$ cat config.mk
export PLATFORM = sky130hd
export DESIGN_NAME = ufn_frame_core
export DESIGN_NICKNAME = d
export VERILOG_FILES = /design/src/hdl/ufn_pkg.sv /design/src/hdl/ufn_strobe_sync.sv /design/src/hdl/ufn_frame_core.sv
export VERILOG_INCLUDE_DIRS = /design/src /design/src/hdl
export SDC_FILE = /design/constraint.sdc
export NUM_CORES = 1
export LEC_CHECK = 0
export ABC_AREA = 1
export BUFFER_PORTS_ARGS = -buffer_cell sky130_fd_sc_hd__buf_4
export CORE_UTILIZATION = 45
export CTS_BUF_LIST = sky130_fd_sc_hd__clkbuf_8
export DETAILED_ROUTE_END_ITERATION = 12
export GPL_ROUTABILITY_DRIVEN = 0
export PLACE_DENSITY = 0.73
export SLEW_MARGIN = 25
export SYNTH_ARGS = -nofsm -noshare
export SYNTH_HDL_FRONTEND = slang
export SYNTH_SLANG_ARGS = --single-unit
$ cat constraint.sdc
create_clock -name clk -period 3.8 [get_ports clk]
set_clock_uncertainty 0.15 [all_clocks]
set_input_delay 0.76 -clock clk [delete_from_list [all_inputs] [get_ports clk]]
set_output_delay 0.76 -clock clk [all_outputs]
set_load 0.02 [all_outputs]
$ cat src/hdl/ufn_cfg.svh
// constants for the frame index and low-speed cutoff block
// assumes: included by the frame core module only
`ifndef UFN_CFG_SVH
`define UFN_CFG_SVH

`define UFN_RD_FRAME_INDEX  8'h0F
`define UFN_WR_FRAME_INDEX  8'h8F
`define UFN_RD_LS_LIMIT     8'h11
`define UFN_WR_LS_LIMIT     8'h91
`define UFN_FN_W            16
`define UFN_LST_W           11
`define UFN_FR_W            14
`define UFN_LST_RESET       11'h628
`define UFN_FI_NOMINAL      14'h2EDF
`define UFN_WR_WAIT_CYC     2

`endif

$ cat src/hdl/ufn_pkg.sv
// types for the frame index and low-speed cutoff block
// assumes: compiled before the design modules
package ufn_pkg;
	typedef enum logic [1:0] {
		UFN_IDLE,
		UFN_WRITE,
		UFN_WAIT,
		UFN_DONE
	} ufn_state_t;
endpackage

$ cat src/hdl/ufn_strobe_sync.sv
// two-flop synchroniser for a level input from outside the clock domain
// assumes: single clock, asynchronous active-high reset
`timescale 1ns/1ns
module ufn_strobe_sync (
	// clock and reset
	input  wire logic clk,
	input  wire logic rst,
	// level in and out
	input  wire logic async_in,
	output logic      sync_out
);
	logic stage1;

	// first stage is read only by the second
	always_ff @(posedge clk or posedge rst) begin
		if (rst) begin
			stage1   <= 1'b0;
			sync_out <= 1'b0;
		end else begin
			stage1   <= async_in;
			sync_out <= stage1;
		end
	end
endmodule

$ cat src/hdl/ufn_frame_core.sv
// frame index counter, start-of-frame shared-area write and low-speed cutoff
// assumes: frame timer on the same clock gives reload strobe and bits left;
// memory port of the shared area answers with a one-cycle done pulse
//
// Chosen here: strobed register access.
`timescale 1ns/1ns
`include "ufn_cfg.svh"
module ufn_frame_core
	import ufn_pkg::*;
(
	// clock and reset
	input  wire logic                   clk,
	input  wire logic                   rst,
	// command port
	input  wire logic [7:0]             cmd_addr,
	input  wire logic [31:0]            cmd_wdata,
	input  wire logic                   cmd_wr,
	input  wire logic                   cmd_rd,
	output logic      [31:0]            cmd_rdata,
	// frame timer
	input  wire logic                   reload_pulse,
	input  wire logic [`UFN_FR_W-1:0]   bit_times_left,
	input  wire logic                   run_level,
	// shared area write port
	output logic                        shared_wr_req,
	output logic      [15:0]            shared_wr_data,
	input  wire logic                   shared_wr_done,
	// scheduler
	input  wire logic                   sof_sent,
	input  wire logic                   ls_request,
	output logic                        ls_go,
	output logic                        desc_read_ok,
	output logic                        sof_event_flag
);
	logic [`UFN_FN_W-1:0]  frame_count_field;
	logic [`UFN_LST_W-1:0] lowspeed_cutoff;
	logic                  lst_locked;
	logic                  run_sync;
	logic                  run_prev;
	logic                  pend_sof;
	ufn_state_t            state;
	ufn_state_t            next_state;

	// run-state level from the operational control crosses into this domain
	ufn_strobe_sync u_run_sync (
		.clk      (clk),
		.rst      (rst),
		.async_in (run_level),
		.sync_out (run_sync)
	);

	// decode of commands
	wire run_entry  = run_sync & ~run_prev;
	// the frame timer counts bit times down and pulses on each reload, so the
	// nominal interval only sets how often this strobe arrives
	wire inc_fn     = reload_pulse | run_entry;
	wire wr_lst     = cmd_wr & (cmd_addr == `UFN_WR_LS_LIMIT);
	wire rd_fn      = cmd_rd & (cmd_addr == `UFN_RD_FRAME_INDEX);
	wire rd_lst     = cmd_rd & (cmd_addr == `UFN_RD_LS_LIMIT);
	wire [`UFN_FN_W-1:0] next_fn = frame_count_field + 16'h0001;     // wraps naturally
	wire [`UFN_FR_W-1:0] lst_ext = {3'h0, lowspeed_cutoff};

	// low-speed admission compares bits left against cutoff
	assign ls_go = ls_request & (bit_times_left >= lst_ext);

	// descriptors may be read only once the index has landed in the area
	assign desc_read_ok = (state == UFN_IDLE) & ~pend_sof;

	// frame index: read-only to software, advance on reload or run entry
	always_ff @(posedge clk or posedge rst) begin
		if (rst) begin
			frame_count_field <= 16'h0000;
			run_prev          <= 1'b0;
		end else begin
			run_prev <= run_sync;
			if (inc_fn)
				frame_count_field <= next_fn;
		end
	end

	// cutoff takes the first software write, then holds so it never drifts
	always_ff @(posedge clk or posedge rst) begin
		if (rst) begin
			lowspeed_cutoff <= `UFN_LST_RESET;
			lst_locked      <= 1'b0;
		end else if (wr_lst && !lst_locked) begin
			lowspeed_cutoff <= cmd_wdata[`UFN_LST_W-1:0];
			lst_locked      <= 1'b1;
		end
	end

	// shared-area write sequence after increment and start-of-frame
	always_comb begin
		next_state = state;
		unique case (state)
			UFN_IDLE:  if (pend_sof && sof_sent) next_state = UFN_WRITE;
			UFN_WRITE: next_state = UFN_WAIT;
			UFN_WAIT:  if (shared_wr_done) next_state = UFN_DONE;
			UFN_DONE:  next_state = UFN_IDLE;
		endcase
	end

	always_ff @(posedge clk or posedge rst) begin
		if (rst) begin
			state    <= UFN_IDLE;
			pend_sof <= 1'b0;
		end else begin
			state <= next_state;
			if (inc_fn)
				pend_sof <= 1'b1;
			else if (state == UFN_IDLE && sof_sent)
				pend_sof <= 1'b0;
		end
	end

	// write request and data held from registers
	always_ff @(posedge clk or posedge rst) begin
		if (rst) begin
			shared_wr_req  <= 1'b0;
			shared_wr_data <= 16'h0000;
		end else begin
			if (next_state == UFN_WRITE)
				shared_wr_data <= frame_count_field;
			shared_wr_req <= (next_state == UFN_WRITE) | (next_state == UFN_WAIT);
		end
	end

	// start-of-frame flag: hardware set wins over software clear by code 8F
	wire clr_sf = cmd_wr & (cmd_addr == `UFN_WR_FRAME_INDEX);
	always_ff @(posedge clk or posedge rst) begin
		if (rst)
			sof_event_flag <= 1'b0;
		else if (state == UFN_DONE)
			sof_event_flag <= 1'b1;
		else if (clr_sf)
			sof_event_flag <= 1'b0;
	end

	// read data one cycle after the strobe, unmapped reads give zero
	always_ff @(posedge clk or posedge rst) begin
		if (rst)
			cmd_rdata <= 32'h0000_0000;
		else if (rd_fn)
			cmd_rdata <= {16'h0000, frame_count_field};
		else if (rd_lst)
			cmd_rdata <= {21'h000000, lowspeed_cutoff};
		else
			cmd_rdata <= 32'h0000_0000;
	end

	// checks on the frame index: one step per strobe, never a step without one,
	// so software can safely extend the count by watching the wrap
	fn_step_a: assert property (@(posedge clk) disable iff (rst)
		inc_fn |=> frame_count_field == $past(frame_count_field) + 16'h0001)
		else $error("frame index did not step");

	fn_wrap_a: assert property (@(posedge clk) disable iff (rst)
		inc_fn && frame_count_field == 16'hFFFF |=> frame_count_field == 16'h0000)
		else $error("frame index did not wrap");

	fn_hold_a: assert property (@(posedge clk) disable iff (rst)
		!inc_fn |=> $stable(frame_count_field))
		else $error("frame index moved without cause");

	run_inc_a: assert property (@(posedge clk) disable iff (rst)
		run_entry |=> frame_count_field != $past(frame_count_field))
		else $error("no increment on run entry");

	run_once_a: assert property (@(posedge clk) disable iff (rst)
		run_entry |=> !run_entry)
		else $error("run entry seen twice");

	wr_no_fn_a: assert property (@(posedge clk) disable iff (rst)
		clr_sf && !inc_fn |=> $stable(frame_count_field))
		else $error("index write changed the index");

	pend_set_a: assert property (@(posedge clk) disable iff (rst)
		inc_fn |=> pend_sof)
		else $error("increment left no pending write");

	// checks on the shared-area write sequence; descriptors must wait for it
	write_start_a: assert property (@(posedge clk) disable iff (rst)
		state == UFN_IDLE && pend_sof && sof_sent |=> state == UFN_WRITE)
		else $error("write did not start after sof");

	idle_hold_a: assert property (@(posedge clk) disable iff (rst)
		state == UFN_IDLE && !(pend_sof && sof_sent) |=> state == UFN_IDLE)
		else $error("write started without cause");

	write_step_a: assert property (@(posedge clk) disable iff (rst)
		state == UFN_WRITE |=> state == UFN_WAIT)
		else $error("write did not move to wait");

	wait_hold_a: assert property (@(posedge clk) disable iff (rst)
		state == UFN_WAIT && !shared_wr_done |=> state == UFN_WAIT)
		else $error("wait left before done");

	done_idle_a: assert property (@(posedge clk) disable iff (rst)
		state == UFN_DONE |=> state == UFN_IDLE)
		else $error("done did not return to idle");

	req_busy_a: assert property (@(posedge clk) disable iff (rst)
		state == UFN_WRITE || state == UFN_WAIT |-> shared_wr_req)
		else $error("write request dropped early");

	req_quiet_a: assert property (@(posedge clk) disable iff (rst)
		state == UFN_IDLE || state == UFN_DONE |-> !shared_wr_req)
		else $error("write request outside a write");

	wr_data_a: assert property (@(posedge clk) disable iff (rst)
		$rose(shared_wr_req) |-> shared_wr_data == $past(frame_count_field))
		else $error("shared write data wrong");

	pend_clr_a: assert property (@(posedge clk) disable iff (rst)
		state == UFN_IDLE && sof_sent && !inc_fn |=> !pend_sof)
		else $error("pending write not taken");

	pend_hold_a: assert property (@(posedge clk) disable iff (rst)
		pend_sof && !(state == UFN_IDLE && sof_sent) |=> pend_sof)
		else $error("pending write lost");

	desc_block_a: assert property (@(posedge clk) disable iff (rst)
		shared_wr_req |-> !desc_read_ok)
		else $error("descriptor read allowed during write");

	desc_pend_a: assert property (@(posedge clk) disable iff (rst)
		pend_sof |-> !desc_read_ok)
		else $error("descriptor read allowed before write");

	desc_free_a: assert property (@(posedge clk) disable iff (rst)
		state == UFN_IDLE && !pend_sof |-> desc_read_ok)
		else $error("descriptor read held off when idle");

	// checks on the start-of-frame flag; the hardware set wins over a clear
	sof_after_wr_a: assert property (@(posedge clk) disable iff (rst)
		state == UFN_WAIT && shared_wr_done |=> ##1 sof_event_flag)
		else $error("sof flag not set after write");

	flag_set_a: assert property (@(posedge clk) disable iff (rst)
		state == UFN_DONE |=> sof_event_flag)
		else $error("sof flag not set on done");

	flag_clr_a: assert property (@(posedge clk) disable iff (rst)
		clr_sf && state != UFN_DONE |=> !sof_event_flag)
		else $error("sof flag not cleared");

	flag_hold_a: assert property (@(posedge clk) disable iff (rst)
		sof_event_flag && !clr_sf |=> sof_event_flag)
		else $error("sof flag dropped by itself");

	flag_quiet_a: assert property (@(posedge clk) disable iff (rst)
		!sof_event_flag && state != UFN_DONE |=> !sof_event_flag)
		else $error("sof flag set without a write");

	// checks on low-speed admission and the cutoff register
	wire [`UFN_LST_W-1:0] wr_cut = cmd_wdata[`UFN_LST_W-1:0];

	ls_gate_a: assert property (@(posedge clk) disable iff (rst)
		ls_go |-> bit_times_left >= lst_ext)
		else $error("low-speed start below cutoff");

	ls_block_a: assert property (@(posedge clk) disable iff (rst)
		ls_request && bit_times_left < lst_ext |-> !ls_go)
		else $error("low-speed start not refused");

	ls_idle_a: assert property (@(posedge clk) disable iff (rst)
		!ls_request |-> !ls_go)
		else $error("low-speed start without request");

	lst_lock_a: assert property (@(posedge clk) disable iff (rst)
		lst_locked |=> $stable(lowspeed_cutoff))
		else $error("cutoff changed after lock");

	lst_first_a: assert property (@(posedge clk) disable iff (rst)
		wr_lst && !lst_locked |=> lowspeed_cutoff == $past(wr_cut))
		else $error("first cutoff write lost");

	lst_lock_set_a: assert property (@(posedge clk) disable iff (rst)
		wr_lst |=> lst_locked)
		else $error("cutoff not locked after write");

	// checks on read data; they stand one cycle and are zero otherwise
	rd_fn_a: assert property (@(posedge clk) disable iff (rst)
		rd_fn |=> cmd_rdata == {16'h0000, $past(frame_count_field)})
		else $error("frame index read wrong");

	rd_lst_a: assert property (@(posedge clk) disable iff (rst)
		rd_lst |=> cmd_rdata == {21'h000000, $past(lowspeed_cutoff)})
		else $error("cutoff read wrong");

	rd_none_a: assert property (@(posedge clk) disable iff (rst)
		!cmd_rd |=> cmd_rdata == 32'h0000_0000)
		else $error("read data outside a read");

	rd_upper_a: assert property (@(posedge clk) disable iff (rst)
		cmd_rdata[31:16] == 16'h0000)
		else $error("reserved read bits set");
endmodule

After elaboration in Yosys (flattened, before gate mapping)
Index checks and enable logic that the tools add are counted.
Word-level totals
  input port bits: 63
  output and inout port bits: 52
  word-level logic and storage cells: 50
  register bits after elaboration: 84
Operators by class
  order comparisons: 1
  $add $sub $neg: 1
  equal/unequal tests: 9
  reduce and logical (&&, ||, !) cells: 7
  bitwise gates (word level): 11
  muxes and demuxes: 9
Operator list (count)
  16-bit by 1-bit adder with 16-bit output, second input constant: 1
  8-bit == test, second input constant: 2
  16-bit 2-to-1 mux: 1
  14-bit by 11-bit >= comparator with 1-bit output: 1
  11-bit 2-to-1 mux: 1
  8-bit by 4-bit == test with 1-bit output, second input constant: 1
  8-bit by 5-bit == test with 1-bit output, second input constant: 1
  2-bit one-hot mux with 4 select lines: 1
  1-bit AND: 7
  2-bit == test, second input constant: 3
  2-bit by 1-bit == test with 1-bit output, second input constant: 2
  1-bit 2-to-1 mux: 4
  2-bit 2-to-1 mux: 2
  2-bit nonzero test: 2
  1-bit logical AND: 3
  2-bit logical NOT: 1
  1-bit NOT: 2
  1-bit bitwise OR: 2
  1-bit logical NOT: 1

Longest topological paths before layout
  depth after elaboration: 5
  mapped depth: 11
  mapped depth without buffers: 11

By module
From an unflattened synthesis, not the netlist that was laid out.
Unflattened totals
  cell total of the unflattened synthesis: 377
  area total of the unflattened synthesis: 3404.5 sq um
By module, submodules not included
  ufn_frame_core: sequential area each 1656.6 sq um, times used 1, cells each 374, area each 3350.7 sq um
  ufn_strobe_sync: sequential area each 50.0 sq um, times used 1, cells each 3, area each 53.8 sq um

Worst setup path before layout
OpenSTA, ideal clock, no wires.
  kind: input-to-output
  start: input bit_times_left[10]
  end: output ls_go
  stages on the path: 9
  arrival time: 1.774 ns
  setup slack: 1.116 ns
  buffers on the path: 0
  required time: 2.890 ns
  cells stage by stage: ha_1 > inv_1 > nor2_1 > nand2_1 > nor2_1 > nand2_1 > nor2_1 > nor2_1 > nor2_1
On the way
  word-level cells in the longest chain between the ends: 2
Ends and longest elaborated chain
  from (decl): line ufn_frame_core.sv:22  | input wire logic [`UFN_FR_W-1:0] bit_times_left,
  14-bit by 11-bit >= comparator with 1-bit output: line ufn_frame_core.sv:64  | assign ls_go = ls_request & (bit_times_left >= lst_ext);
  1-bit AND: line ufn_frame_core.sv:64
  to (decl): line ufn_frame_core.sv:31  | output logic ls_go,
No other way between the ends.

Final worst setup path
  start: register lowspeed_cutoff[10]
  end: output ls_go
On the way
  word-level cells in the longest chain between the ends: 2
Ends and longest elaborated chain
  from (decl): line ufn_frame_core.sv:36  | logic [`UFN_LST_W-1:0] lowspeed_cutoff;
  from (signal assigned): line ufn_frame_core.sv:84  | lowspeed_cutoff <= `UFN_LST_RESET;
  from (signal assigned): line ufn_frame_core.sv:87  | lowspeed_cutoff <= cmd_wdata[`UFN_LST_W-1:0];
  14-bit by 11-bit >= comparator with 1-bit output: line ufn_frame_core.sv:64
  1-bit AND: line ufn_frame_core.sv:64
No other way between the ends.

==> flow_summary.json <==
{
  "first_global_vias": 2409,
  "vias": 2519,
  "antenna_found_initial": 0,
  "hp-class": "reg -> reg",
  "die-area_mm2": 0.00791,
  "critPathMaxStageDelay_ps": 530,
  "clock_sinks": 68,
  "run_status": "completed",
  "ant_nets": 0,
  "reg2reg_setup_slack_ps": 1930,
  "synth_area_mm2": 0.00340,
  "worstPathRequired_ps": 2890,
  "final-max-slew-violation-count": 0,
  "setup.worst_path.start_class": "flip-flop",
  "first_iter_violations": 66,
  "top_usage_layer": "met2",
  "grt_max_degree": 33,
  "initial_core_util_pct": 46.6,
  "cts_setup_buffers": 0,
  "ys_warn_count": 0,
  "synth-seq-cells": 68,
  "finalPower_mw": 2.24,
  "cp_data_arrival_time_ps": 1980,
  "tightestPinTransition_ps": 623,
  "cts_max_level": 3,
  "critical_path.top_delay_family": "simple AND/OR/NAND/NOR gates",
  "cts_resized": 0,
  "synth_cells": 376,
  "power_frac_clock_pct": 24.3,
  "hold_violations": 0,
  "pwr-share-comb_pct": 32.8,
  "crit_path_top_delay_cell": "dfstp_2",
  "cts_root_buffer": "clkbuf_8",
  "grt.met3_usage_pct": 4.89,
  "power_density_mw_per_mm2": 535,
  "post-route-period-util_pct": 76.1,
  "n_antenna_cell": 0,
  "cp_max_fo": 2,
  "die_h_um": 88.9,
  "cp-end-kind": "primary output",
  "core_area_mm2": 0.00729,
  "clk-insertion-delay-late_ps": 340,
  "path_clk_slew_ps": 70,
  "cts_buffer_depth": 2,
  "finish.net_count": 538,
  "worst_path_most_repeated_cell": "nor2_1",
  "cts_buffers": 9,
  "synth.yosys.seq_area_share_pct": 50.2,
  "vdd_drop_max_mv": 0.206,
  "die_x_um": 88.9,
  "cp-startpoint": "lowspeed_cutoff[10]$_DFFE_PP1P_",
  "path_class": "reg -> out",
  "cts_hold_buf": 0,
  "dpl.hpwl_um": 4830,
  "syn2layout_area_growth_pct": 23.2,
  "critPathBufInv": 3,
  "p_leak_nw": 2.19,
  "path_cells": "inv_1, ha_1, inv_1, nor2_1, nand2_1, nor2_1, nand2_1, nor2_1, nor2_1, nor2_1, buf_4",
  "numPortBuffers": 77,
  "synth.avg_cell_area_um2": 9.04,
  "r2r-start": "state[0]$_DFF_PP0_",
  "met2_usage_pct": 30.1,
  "seqPwrFrac_pct": 42.8,
  "synth.area.top_cells": "dfrtp_1 (47%), nand2_1 (7.2%), ha_1 (6.3%)",
  "setup_viol": 0,
  "cp.depth": 11,
  "reg2reg_to": "shared_wr_data[7]$_DFFE_PP0N_",
  "grtUsageTotal_pct": 18.0,
  "design.portCount": 115,
  "via_per_inst": 4.48,
  "switching_power_uw": 803,
  "grt_pass1_wl_um": 10500,
  "grt_remaining_overflow": 0,
  "whs_ps": 201,
  "route.detailed.drc": 0,
  "postLayoutCoreUtil_pct": 57.4,
  "dr.pass1.iters": 4,
  "switching_share_pct": 35.8,
  "drive_gt1_share_pct": 30.5,
  "row_count": 31,
  "yosys.area.top_type_share_pct": 47.1,
  "use_met1_pct": 21.2,
  "totalWireLength_um": 6250,
  "fmax_ghz": 0.346,
  "rr_worst_depth": 8,
  "maxCapViolCount": 0,
  "cp-endpoint": "ls_go",
  "tritoncts": "yes",
  "setup_tns_ps": 0,
  "wl_per_cell_um": 11.1,
  "rsz0062_at_grt": "false",
  "synth_top_area_cell": "dfrtp_1",
  "synthDistinctLibCells": 28,
  "hold_depth": 0,
  "finalCriticalPeriod_ps": 2890,
  "slew_headroom_pct": 58.3,
  "intPower_mw": 1.44
}
[worst register-to-register path: stages (launching register included)]
cell and delay [ps]:
dfrtp_1 410, inv_1 110, ha_1 160, o21ai_0 80, mux2i_1 180, ha_1 170, buf_4 290, nor2_1 120
a21oi_1 130
[power groups by stage]
stage | sequential, mW | clock [mW] | combinational (mW)
final | 0.961 | 0.546 | 0.736
after global routing | 0.981 | 0.596 | 0.834
after CTS | 0.963 | 0.562 | 0.749
after detailed placement | 0.976 | 0 | 0.746
after global placement | 0.972 | 0 | 0.723
after floorplan | 1.06 | 0 | 0.402
[synth_stat cells, drive strengths merged]
library cell  number
clkbuf             3
nand4              5
o21ai             16
dfstp              4
nand2             66
mux2i              1
a21oi             29
inv               56
buf               21
nand3             17
conb               1
nor2              61
xor2              10
a21o               1
and2               1
ha                17
dfrtp             64
nor3               3
[routing by layer]
layer  wire length (um)  share of wire [%]
met1               2750                 44
met3                324                5.2
met4                104                1.7
met5                  0                  0
met2               3060                 49
[per-stage QoR]
stage	setup slack, ps	cell area (um^2)	instances
after floorplan	1120	3460	391
after global placement	1010	4000	546
final	908	4190	562
after global routing	712	4190	562
after detailed placement	954	4000	546
after CTS	870	4190	562
[worst min path at each step]
stage / from / end
2_1_floorplan: u_run_sync.stage1$_DFF_PP0_ / u_run_sync.sync_out$_DFF_PP0_
3_3_place_gp: u_run_sync.stage1$_DFF_PP0_ / u_run_sync.sync_out$_DFF_PP0_
3_5_place_dp: u_run_sync.stage1$_DFF_PP0_ / u_run_sync.sync_out$_DFF_PP0_
4_1_cts: u_run_sync.stage1$_DFF_PP0_ / u_run_sync.sync_out$_DFF_PP0_
5_1_grt: u_run_sync.stage1$_DFF_PP0_ / u_run_sync.sync_out$_DFF_PP0_
6_report: u_run_sync.stage1$_DFF_PP0_ / u_run_sync.sync_out$_DFF_PP0_
[kinds of logic after synthesis]
logic type,share of synthesized area (%)
other,0.110
and+or+nand+nor,20.5
DFF,50.2
AOI/OAI and AO/OA,8.61
muxes,0.294
adders and majority gates,6.25
buffers and inverters,11.5
xor gates and xnor gates,2.58
[state kept, by name, summed over array words and instances, names as in the netlist]
register             count
pend_sof                 1
state                    2
u_run_sync.stage1        1
lowspeed_cutoff         11
frame_count_field       16
run_prev                 1
sof_event_flag           1
shared_wr_data          16
shared_wr_req            1
lst_locked               1
cmd_rdata               16
u_run_sync.sync_out      1
[layout by cell type, fill, tap and decap left out, drive strengths merged, types with 4 or more instances in the layout]
cell type,count
nand2,66
o21ai,16
nor2,61
clkbuf,12
a21oi,29
nand4,5
buf,80
nand3,17
conb,16
inv,56
xor2,10
ha,17
dfrtp,64
dfstp,4
[layout make-up]
cell class	count	area, um^2
Fill cell	685	3100
Sequential cell	68	1710
Multi-Input combinational cell	243	1360
Timing Repair Buffer	80	601
Inverter	56	210
Clock buffer	12	165
Tap cell	99	124
Clock inverter	4	22.5
Note: power is estimated with default switching activity, not from simulation.
